==> src/core/xsd_pkg.sv <==
`default_nettype none

package xsd_pkg;

  // ----------------------------------------------------------------
  // Opcode patterns
  // ----------------------------------------------------------------
  localparam logic [3:0] OP_HI_SHIFT_BY_ONE_CNT = 4'hd;
  localparam logic [3:0] OP_HI_SHIFT_BY_IMM     = 4'hc;
  localparam logic [2:0] OP_LO_SHIFT_BY_ONE     = 3'h0;
  localparam logic [2:0] OP_LO_SHIFT_BY_CNT     = 3'h1;
  localparam logic [2:0] OP_LO_SHIFT_BY_IMM     = 3'h0;
  localparam logic [5:0] OP_SBB_RR_TOP          = 6'h06;
  localparam logic [6:0] OP_SBB_TO_MEM          = 7'h0c;
  localparam logic [6:0] OP_SBB_TO_REG          = 7'h0d;
  localparam logic [5:0] OP_IMM_GROUP_TOP       = 6'h20;
  localparam logic [7:0] OP_TWO_BYTE_ESC        = 8'h0f;
  localparam logic [7:0] OP2_SET_BELOW          = 8'h92;
  localparam logic [7:0] OP2_SET_BELOW_EQ       = 8'h96;
  localparam logic [7:0] OP2_SET_EQUAL          = 8'h94;
  localparam logic [7:0] OP2_SET_LESS           = 8'h9c;
  localparam logic [7:0] OP2_SET_LESS_EQ        = 8'h9e;

  // ----------------------------------------------------------------
  // Register-select field values and mod field
  // ----------------------------------------------------------------
  localparam logic [2:0] REG_SHIFT_LEFT_ARITH   = 3'h4;
  localparam logic [2:0] REG_SHIFT_RIGHT_ARITH  = 3'h7;
  localparam logic [2:0] REG_SBB_IMM            = 3'h3;
  localparam logic [2:0] REG_SET_BYTE           = 3'h0;
  localparam logic [1:0] MOD_REG_DIRECT         = 2'h3;

  // ----------------------------------------------------------------
  // Clock counts
  // ----------------------------------------------------------------
  localparam logic [1:0] CLK_SAL_CNT            = 2'h2;
  localparam logic [1:0] CLK_SAL_IMM            = 2'h1;
  localparam logic [1:0] CLK_SHIFT_RIGHT        = 2'h2;
  localparam logic [1:0] CLK_SBB                = 2'h1;
  localparam logic [1:0] CLK_SET_BYTE           = 2'h1;

  // ----------------------------------------------------------------
  // Results and flag bits
  // ----------------------------------------------------------------
  localparam logic [7:0] SET_BYTE_TRUE          = 8'h01;
  localparam logic [7:0] SET_BYTE_FALSE         = 8'h00;
  localparam int         FLAG_CF                = 0;
  localparam int         FLAG_ZF                = 6;
  localparam int         FLAG_SF                = 7;
  localparam int         FLAG_OF                = 11;

  typedef enum logic [3:0] {
    XSD_OP_NONE,
    XSD_OP_ARITH_SHIFT_LEFT,
    XSD_OP_ARITH_SHIFT_RIGHT,
    XSD_OP_SUBTRACT_WITH_BORROW,
    XSD_OP_SET_BYTE_IF_BELOW,
    XSD_OP_SET_BYTE_IF_BELOW_OR_EQUAL,
    XSD_OP_SET_BYTE_IF_EQUAL,
    XSD_OP_SET_BYTE_IF_LESS,
    XSD_OP_SET_BYTE_IF_LESS_OR_EQUAL
  } xsd_op_t;

  typedef enum logic [1:0] {
    XSD_SRC_ONE,
    XSD_SRC_COUNT_REGISTER_LOW,
    XSD_SRC_IMMEDIATE,
    XSD_SRC_MODRM
  } xsd_src_t;

endpackage : xsd_pkg

`default_nettype wire

==> src/core/xsd_cond_eval.sv <==
`timescale 1ns/100ps
`default_nettype none

module xsd_cond_eval
(
  // Decoded operation
  input  wire logic [3:0]  op,
  // Flag word
  input  wire logic [15:0] flags,
  // Result
  output logic             holds
);

  logic cf;
  logic zf;
  logic sf;
  logic of_bit;

  assign cf     = flags[xsd_pkg::FLAG_CF];
  assign zf     = flags[xsd_pkg::FLAG_ZF];
  assign sf     = flags[xsd_pkg::FLAG_SF];
  assign of_bit = flags[xsd_pkg::FLAG_OF];

  always_comb
  begin
    case (xsd_pkg::xsd_op_t'(op))
      xsd_pkg::XSD_OP_SET_BYTE_IF_BELOW:          holds = cf;
      xsd_pkg::XSD_OP_SET_BYTE_IF_BELOW_OR_EQUAL: holds = cf | zf;
      xsd_pkg::XSD_OP_SET_BYTE_IF_EQUAL:          holds = zf;
      xsd_pkg::XSD_OP_SET_BYTE_IF_LESS:           holds = sf ^ of_bit;
      xsd_pkg::XSD_OP_SET_BYTE_IF_LESS_OR_EQUAL:  holds = (sf ^ of_bit) | zf;
      default:                                    holds = 1'b0;
    endcase
  end

endmodule : xsd_cond_eval

`default_nettype wire

==> src/core/xsd_decode.sv <==
`timescale 1ns/100ps
`default_nettype none

module xsd_decode
(
  // Clock and reset
  input  wire logic        mclk,
  input  wire logic        rst,
  // Instruction stream
  input  wire logic        ins_valid,
  input  wire logic [7:0]  ins_op0,
  input  wire logic [7:0]  ins_op1,
  input  wire logic [7:0]  ins_modrm,
  input  wire logic [7:0]  ins_modrm2,
  input  wire logic        cache_hit,
  input  wire logic [15:0] flags_in,
  // Decode result
  output logic             dec_valid,
  output logic [3:0]       dec_op,
  output logic [1:0]       dec_src,
  output logic             dec_width,
  output logic             dec_dir,
  output logic             dec_sext,
  output logic             dec_imm_byte,
  output logic             dec_mem,
  output logic [1:0]       dec_clocks,
  // Set-byte result
  output logic             set_we,
  output logic [7:0]       set_data,
  output logic             flags_we,
  // Sequencing
  output logic             busy
);

  // ----------------------------------------------------------------
  // Field helpers
  // ----------------------------------------------------------------
  function automatic logic [2:0] reg_field(input logic [7:0] m);
    reg_field = m[5:3];
  endfunction : reg_field

  function automatic logic is_mem(input logic [7:0] m);
    is_mem = (m[7:6] != xsd_pkg::MOD_REG_DIRECT);
  endfunction : is_mem

  // ----------------------------------------------------------------
  // One-byte opcode decode
  // ----------------------------------------------------------------
  logic [2:0] rf1;
  logic [2:0] rf2;
  logic       shift_by_one;
  logic       shift_by_cnt;
  logic       shift_by_imm;
  logic       shift_any;
  logic       sal_hit;
  logic       sar_hit;
  logic       sbb_rr;
  logic       sbb_to_mem;
  logic       sbb_to_reg;
  logic       sbb_imm;
  logic       esc;
  logic       set_b;
  logic       set_be;
  logic       set_e;
  logic       set_l;
  logic       set_le;
  logic       set_any;

  assign rf1 = reg_field(ins_op1);
  assign rf2 = reg_field(ins_modrm2);

  assign shift_by_one = (ins_op0[7:4] == xsd_pkg::OP_HI_SHIFT_BY_ONE_CNT)
                      & (ins_op0[3:1] == xsd_pkg::OP_LO_SHIFT_BY_ONE);
  assign shift_by_cnt = (ins_op0[7:4] == xsd_pkg::OP_HI_SHIFT_BY_ONE_CNT)
                      & (ins_op0[3:1] == xsd_pkg::OP_LO_SHIFT_BY_CNT);
  assign shift_by_imm = (ins_op0[7:4] == xsd_pkg::OP_HI_SHIFT_BY_IMM)
                      & (ins_op0[3:1] == xsd_pkg::OP_LO_SHIFT_BY_IMM);
  assign shift_any    = shift_by_one | shift_by_cnt | shift_by_imm;

  assign sal_hit = shift_any & (rf1 == xsd_pkg::REG_SHIFT_LEFT_ARITH);
  assign sar_hit = shift_any & (rf1 == xsd_pkg::REG_SHIFT_RIGHT_ARITH);

  assign sbb_rr     = (ins_op0[7:2] == xsd_pkg::OP_SBB_RR_TOP)
                    & (ins_op1[7:6] == xsd_pkg::MOD_REG_DIRECT);
  assign sbb_to_mem = (ins_op0[7:1] == xsd_pkg::OP_SBB_TO_MEM) & is_mem(ins_op1);
  assign sbb_to_reg = (ins_op0[7:1] == xsd_pkg::OP_SBB_TO_REG) & is_mem(ins_op1);
  assign sbb_imm    = (ins_op0[7:2] == xsd_pkg::OP_IMM_GROUP_TOP)
                    & (rf1 == xsd_pkg::REG_SBB_IMM);

  // ----------------------------------------------------------------
  // Two-byte set-byte decode
  // ----------------------------------------------------------------
  assign esc = (ins_op0 == xsd_pkg::OP_TWO_BYTE_ESC) & (rf2 == xsd_pkg::REG_SET_BYTE);
  assign set_b  = esc & (ins_op1 == xsd_pkg::OP2_SET_BELOW);
  assign set_be = esc & (ins_op1 == xsd_pkg::OP2_SET_BELOW_EQ);
  assign set_e  = esc & (ins_op1 == xsd_pkg::OP2_SET_EQUAL);
  assign set_l  = esc & (ins_op1 == xsd_pkg::OP2_SET_LESS);
  assign set_le = esc & (ins_op1 == xsd_pkg::OP2_SET_LESS_EQ);
  assign set_any = set_b | set_be | set_e | set_l | set_le;

  // ----------------------------------------------------------------
  // Selection of op, source and clock count
  // ----------------------------------------------------------------
  xsd_pkg::xsd_op_t  op_d;
  xsd_pkg::xsd_src_t src_d;
  logic [1:0]        clk_d;
  logic              sbb_any;

  assign sbb_any = sbb_rr | sbb_to_mem | sbb_to_reg | sbb_imm;

  always_comb
  begin
    op_d  = xsd_pkg::XSD_OP_NONE;
    clk_d = 2'h0;
    if (sal_hit)
    begin
      op_d = xsd_pkg::XSD_OP_ARITH_SHIFT_LEFT;
      clk_d = shift_by_imm ? xsd_pkg::CLK_SAL_IMM : xsd_pkg::CLK_SAL_CNT;
    end
    else if (sar_hit)
    begin
      op_d = xsd_pkg::XSD_OP_ARITH_SHIFT_RIGHT;
      clk_d = xsd_pkg::CLK_SHIFT_RIGHT;
    end
    else if (sbb_any)
    begin
      op_d = xsd_pkg::XSD_OP_SUBTRACT_WITH_BORROW;
      clk_d = xsd_pkg::CLK_SBB;
    end
    else if (set_any)
    begin
      clk_d = xsd_pkg::CLK_SET_BYTE;
      if (set_b)
        op_d = xsd_pkg::XSD_OP_SET_BYTE_IF_BELOW;
      else if (set_be)
        op_d = xsd_pkg::XSD_OP_SET_BYTE_IF_BELOW_OR_EQUAL;
      else if (set_e)
        op_d = xsd_pkg::XSD_OP_SET_BYTE_IF_EQUAL;
      else if (set_l)
        op_d = xsd_pkg::XSD_OP_SET_BYTE_IF_LESS;
      else
        op_d = xsd_pkg::XSD_OP_SET_BYTE_IF_LESS_OR_EQUAL;
    end
  end

  always_comb
  begin
    if (shift_by_cnt)
      src_d = xsd_pkg::XSD_SRC_COUNT_REGISTER_LOW;
    else if (shift_by_imm | sbb_imm)
      src_d = xsd_pkg::XSD_SRC_IMMEDIATE;
    else if (shift_by_one & (sal_hit | sar_hit))
      src_d = xsd_pkg::XSD_SRC_ONE;
    else
      src_d = xsd_pkg::XSD_SRC_MODRM;
  end

  // ----------------------------------------------------------------
  // Set-byte condition
  // ----------------------------------------------------------------
  logic       cond_holds;
  logic [7:0] set_data_d;

  xsd_cond_eval u_xsd_cond_eval
  (
    .op    (op_d),
    .flags (flags_in),
    .holds (cond_holds)
  );

  assign set_data_d = cond_holds ? xsd_pkg::SET_BYTE_TRUE : xsd_pkg::SET_BYTE_FALSE;

  // ----------------------------------------------------------------
  // Sequencer
  // ----------------------------------------------------------------
  typedef enum logic [1:0] {
    XSD_ST_IDLE,
    XSD_ST_EXEC,
    XSD_ST_WAIT_CACHE
  } xsd_state_t;

  xsd_state_t state_q;
  xsd_state_t state_d;
  logic [1:0] left_q;
  logic [1:0] left_d;
  logic       known;
  logic       take;
  logic       mem_d;
  logic       need_hit;

  assign known    = (op_d != xsd_pkg::XSD_OP_NONE);
  assign take     = ins_valid & (state_q == XSD_ST_IDLE) & known;
  assign mem_d    = (sbb_any | sal_hit | sar_hit | set_any)
                  & is_mem(esc ? ins_modrm2 : ins_op1);
  // Only the memory-operand borrow subtract forms to memory and to register, not the immediate form, must hit the cache
  assign need_hit = sbb_to_mem | sbb_to_reg;

  always_comb
  begin
    state_d = state_q;
    left_d  = left_q;
    case (state_q)
      XSD_ST_IDLE:
      begin
        if (take)
        begin
          if (need_hit & ~cache_hit)
            state_d = XSD_ST_WAIT_CACHE;
          else if (clk_d > 2'h1)
          begin
            state_d = XSD_ST_EXEC;
            left_d  = clk_d - 2'h1;
          end
        end
      end
      XSD_ST_EXEC:
      begin
        left_d = left_q - 2'h1;
        if (left_q == 2'h1)
          state_d = XSD_ST_IDLE;
      end
      XSD_ST_WAIT_CACHE:
      begin
        // Miss penalty is the memory side's; we only hold off new work
        if (cache_hit)
          state_d = XSD_ST_IDLE;
      end
      default:
        state_d = XSD_ST_IDLE;
    endcase
  end

  logic busy_d;
  assign busy_d = (state_d != XSD_ST_IDLE);

  always_ff @(posedge mclk or posedge rst)
  begin
    if (rst)
    begin
      state_q <= XSD_ST_IDLE;
      left_q  <= 2'h0;
      busy    <= 1'b0;
    end
    else
    begin
      state_q <= state_d;
      left_q  <= left_d;
      busy    <= busy_d;
    end
  end

  // ----------------------------------------------------------------
  // Registered outputs
  // ----------------------------------------------------------------
  always_ff @(posedge mclk or posedge rst)
  begin
    if (rst)
    begin
      dec_valid    <= 1'b0;
      dec_op       <= 4'h0;
      dec_src      <= 2'h0;
      dec_width    <= 1'b0;
      dec_dir      <= 1'b0;
      dec_sext     <= 1'b0;
      dec_imm_byte <= 1'b0;
      dec_mem      <= 1'b0;
      dec_clocks   <= 2'h0;
      set_we       <= 1'b0;
      set_data     <= 8'h00;
      flags_we     <= 1'b0;
    end
    else
    begin
      dec_valid <= take;
      set_we    <= take & set_any;
      flags_we  <= take & ~set_any;
      if (take)
      begin
        dec_op       <= op_d;
        dec_src      <= src_d;
        dec_width    <= ~set_any & ins_op0[0];
        dec_dir      <= sbb_any & ~sbb_imm & ins_op0[1];
        dec_sext     <= sbb_imm & ins_op0[1];
        dec_imm_byte <= shift_by_imm | (sbb_imm & (ins_op0[1] | ~ins_op0[0]));
        dec_mem      <= mem_d;
        dec_clocks   <= clk_d;
        set_data     <= set_data_d;
      end
    end
  end

endmodule : xsd_decode

`default_nettype wire

==> config.mk <==
export PLATFORM = sky130hd
export DESIGN_NAME = xsd_decode
export DESIGN_NICKNAME = d
export VERILOG_FILES = /design/src/core/xsd_pkg.sv /design/src/core/xsd_cond_eval.sv /design/src/core/xsd_decode.sv
export SDC_FILE = /design/constraint.sdc
export NUM_CORES = 1
export LEC_CHECK = 0
export ABC_AREA = 1
export BUFFER_PORTS_ARGS = -buffer_cell sky130_fd_sc_hd__buf_2
export CELL_PAD_IN_SITES_DETAIL_PLACEMENT = 0
export CELL_PAD_IN_SITES_GLOBAL_PLACEMENT = 1
export CORE_UTILIZATION = 31
export CTS_CLUSTER_SIZE = 30
export DETAILED_ROUTE_END_ITERATION = 10
export PLACE_DENSITY_LB_ADDON = 0.12
export SYNTH_ARGS = -nofsm -noshare
export SYNTH_HDL_FRONTEND = slang
export SYNTH_SLANG_ARGS = --single-unit
==> constraint.sdc <==
create_clock -name mclk -period 1.5 [get_ports mclk]
set_input_delay 0.15 -clock mclk [delete_from_list [all_inputs] [get_ports mclk]]
set_output_delay 0.15 -clock mclk [all_outputs]
set_load 0.005 [all_outputs]
==> metrics <==
run status complete, no violations; number of violations reported at the end of detailed-routing iteration 0 between 40 and 50; Final Hold Vio Count 0; post-synthesis adder-cell area fraction less than 1%; reg-to-reg critical path startpoint state_q[0]; share of the clock period used by the worst path after layout 86.1%; count of antenna-violating nets left after detailed routing 0; Compound-Gate Fraction of Synth Area a little under a tenth; net count of the finished layout around 350; Yosys warning count 0; hold-critical path endpoint state_q[1]; area delta synth->final 37.1%; share of synthesized registers carrying an async set or reset between 90% and 100%; cell accounting for the most synthesized area sky130_fd_sc_hd__dfrtp_1; endpoint kind of the worst setup timing path register; category of the critical setup timing path in -> reg; cell count after synthesis 218; Final setup violation count 0; most frequent cell after synthesis sky130_fd_sc_hd__nand2_1; via count of the first global-routing pass roughly 1400; IO Pins just under 80; utilization after layout roughly 45%; setup slack, reg-to-reg ~280 ps; final critical delay including setup and external delays 1290 ps; final non-filler cell area 2140 um^2; antenna diode count 0; final routed wire length divided by cell count roughly 10 um; power consumption about 0.0013 W; worst hold start cache_hit; final RePlAce weighted congestion around 0.83; WL final 3660 um; total number of clock tree sinks 22; combinational family with the most area after synthesis simple AND/OR/NAND/NOR gates; detailed-placement wirelength estimate 3050 um; area of the core approximately 4800 um^2; sequential group share of total power 49.2%; Finished Layout Cells ~370; die footprint between 5000 and 6000 um^2; Net Switching about 0.00033 W; Final Max Tran Viols 0; fraction of layout cells with a size suffix above 1 40.6%; Placed Area slightly above 2000 um^2; total internal power approximately 0.00098 W; Die W roughly 73 um; initial antenna violation count 0; multiplexer share of the synthesized area 0%; # H-tree levels 1; worst r2r dst left_q[0]; Remaining DRCs 0; RSZ-0062 raised after global routing no; maximum number of pins on one net before global-route repair 23; total of max-cap violations 0; Max Freq roughly 770 MHz; Worst EP required roughly 1700 ps; P_leak about 1.2 nW; clock-pin slew of the registers on the worst-case setup and hold paths ~80 ps; synthesized cell area about 1600 um^2; Vias per Instance around 4.2; DP Cell Count between 300 and 400; post-synthesis share of cell area spent on xor and xnor gates less than 1%; most used flip-flop cell after synthesis sky130_fd_sc_hd__dfrtp_1; arrival time at the worst endpoint about 1500 ps; number of buffer cells added on primary ports 46; Row Count 25; maximum resistive drop on vdd approximately 0.00027 V; height of the die 73.0 um; number of vias after detailed routing 1526; area share of the leading cell type in the synthesized netlist roughly a third; Unique masters post-synth 34; TritonCTS clock tree done; sequential fraction of the synthesis area about a third; flip-flop and latch count after synthesis 22; Switching Fraction ~25%; average size of a mapped cell 7.16 um^2; power share of the combinational group a little under a fifth; Critical Path Start Type input port; cells taking the most area after synthesis sky130_fd_sc_hd__dfrtp_1 (35%), sky130_fd_sc_hd__nand2_1 (15%), sky130_fd_sc_hd__inv_1 (5.5%), sky130_fd_sc_hd__nor2_1 (5.5%), sky130_fd_sc_hd__o21ai_2 (4.5%); simple logic cell fraction of the synthesized area about two fifths; most instantiated cells after synthesis sky130_fd_sc_hd__nand2_1 (62), sky130_fd_sc_hd__inv_1 (23), sky130_fd_sc_hd__nor2_1 (23); clock latency of the later-clocked register in the worst-skew pair between 200 and 300 ps; power per unit of standard cell area just over 600 nW/um^2; worst hold path class in -> reg; global-route wire length before repair about 6000 um; number of enable flip-flop cells after synthesis 0; number of cell instances on the worst register-to-register path 7; starting utilization of the core area around 33%; Pre-Repair DR Iteration Count 4; clock network power share 31.9%; TritonCTS Buffers 3; clock skew ~1.3 ps; hold path cells 4; clock root buffer sky130_fd_sc_hd__clkbuf_8; Overflow after GRT 0; largest fanout on the critical path 6; all-layer global routing usage approximately 15%; Clock Path Buffers 2
-- layout by cell type (no fill, tap or decap), types with 2 or more instances in the layout --
cell type and count:
sky130_fd_sc_hd__nor3_1 3, sky130_fd_sc_hd__inv_2 5, sky130_fd_sc_hd__buf_4 31, sky130_fd_sc_hd__nand3_2 2
sky130_fd_sc_hd__o21ai_2 8, sky130_fd_sc_hd__nor2_4 3, sky130_fd_sc_hd__o21ai_1 3, sky130_fd_sc_hd__dfrtp_1 22
sky130_fd_sc_hd__nand2_1 62, sky130_fd_sc_hd__nor2_1 23, sky130_fd_sc_hd__clkbuf_8 4, sky130_fd_sc_hd__nand3b_1 3
sky130_fd_sc_hd__nor2_2 5, sky130_fd_sc_hd__conb_1 7, sky130_fd_sc_hd__o21ai_0 2, sky130_fd_sc_hd__nand2_2 9
sky130_fd_sc_hd__a21oi_1 4, sky130_fd_sc_hd__inv_1 23, sky130_fd_sc_hd__nand3_1 12, sky130_fd_sc_hd__nand4_1 5
sky130_fd_sc_hd__buf_2 46
-- worst max-delay path by stage --
stage	startpoint	endpoint	slack [ps]	depth (start not counted)
2_1_floorplan	ins_modrm2[4]	dec_width	240	9
3_3_place_gp	ins_op0[2]	dec_width	-70	13
3_5_place_dp	ins_op0[2]	busy	-100	10
4_1_cts	ins_op0[2]	busy	160	10
5_1_grt	ins_op0[7]	set_data[0]	30	13
6_report	ins_op0[2]	left_q[0]	210	14
-- power by group through the flow --
stage                     Combinational (W)  Sequential, W  Clock, W
after floorplan                    0.000123       0.000664         0
after global placement             0.000247       0.000659         0
after detailed placement           0.000249       0.000658         0
after CTS                          0.000251       0.000647  0.000436
after global routing               0.000280       0.000650  0.000456
final                              0.000248       0.000647  0.000420
-- layer usage --
layer  wire length, um  vias to the layer above  track usage [%]
met5                 0                        -                0
li1                  -                      832                -
met1              1820                      652             19.9
met4                27                        0             2.61
met3               160                        4             3.04
met2              1650                       38             24.5
-- flip-flops by register name, summed over array words and instances (netlist names) --
| name | flops |
|---|---|
| dec_op | 4 |
| dec_clocks | 2 |
| dec_src | 2 |
| left_q | 2 |
| state_q | 2 |
| busy | 1 |
| dec_dir | 1 |
| dec_imm_byte | 1 |
| dec_mem | 1 |
| dec_sext | 1 |
| dec_valid | 1 |
| dec_width | 1 |
| flags_we | 1 |
| set_data | 1 |
| set_we | 1 |
-- timing repair --
action | in CTS | in global routing
hold buffers | 1 | 0
endpoints found under the hold margin | 22 | 0
buffers inserted | 0 | 0
setup endpoints to repair | 0 | 1
gates resized for setup | 0 | 1
-- layout make-up --
| class | count | area, um^2 |
|---|---|---|
| Clock buffer | 4 | 55.1 |
| Fill cell | 528 | 2650 |
| Inverter | 30 | 119 |
| Multi-Input combinational cell | 163 | 840 |
| Sequential cell | 22 | 551 |
| Tap cell | 67 | 83.8 |
| Timing Repair Buffer | 79 | 493 |
-- worst max-delay path: stages --
cell	delay, ps
sky130_fd_sc_hd__buf_2	120
sky130_fd_sc_hd__nor2_2	180
sky130_fd_sc_hd__buf_4	140
sky130_fd_sc_hd__nand3_2	90
sky130_fd_sc_hd__nor2_4	110
sky130_fd_sc_hd__nor2_2	50
sky130_fd_sc_hd__nand2_1	90
sky130_fd_sc_hd__inv_2	40
sky130_fd_sc_hd__nand3_2	100
sky130_fd_sc_hd__nand2_4	100
sky130_fd_sc_hd__nand2_1	90
sky130_fd_sc_hd__nand2_1	70
sky130_fd_sc_hd__nand2_1	70
sky130_fd_sc_hd__nand2_1	50
-- per-stage QoR --
stage          hold slack (ps)  worst slack, ps  setup TNS [ps]
6_report                   217              209               0
5_1_grt                    247             27.9               0
4_1_cts                    213              162               0
3_5_place_dp               204             -101           -1200
3_3_place_gp               203            -73.0           -1010
2_1_floorplan              139              237               0
-- cells by family after synthesis --
logic type / Yosys count
flops: 22
buf+inv: 39
fa+ha+maj: 1
other cells: 1
xor+xnor: 1
simple gates: 133
compound gates: 21
(Power assumes the default switching activity.)
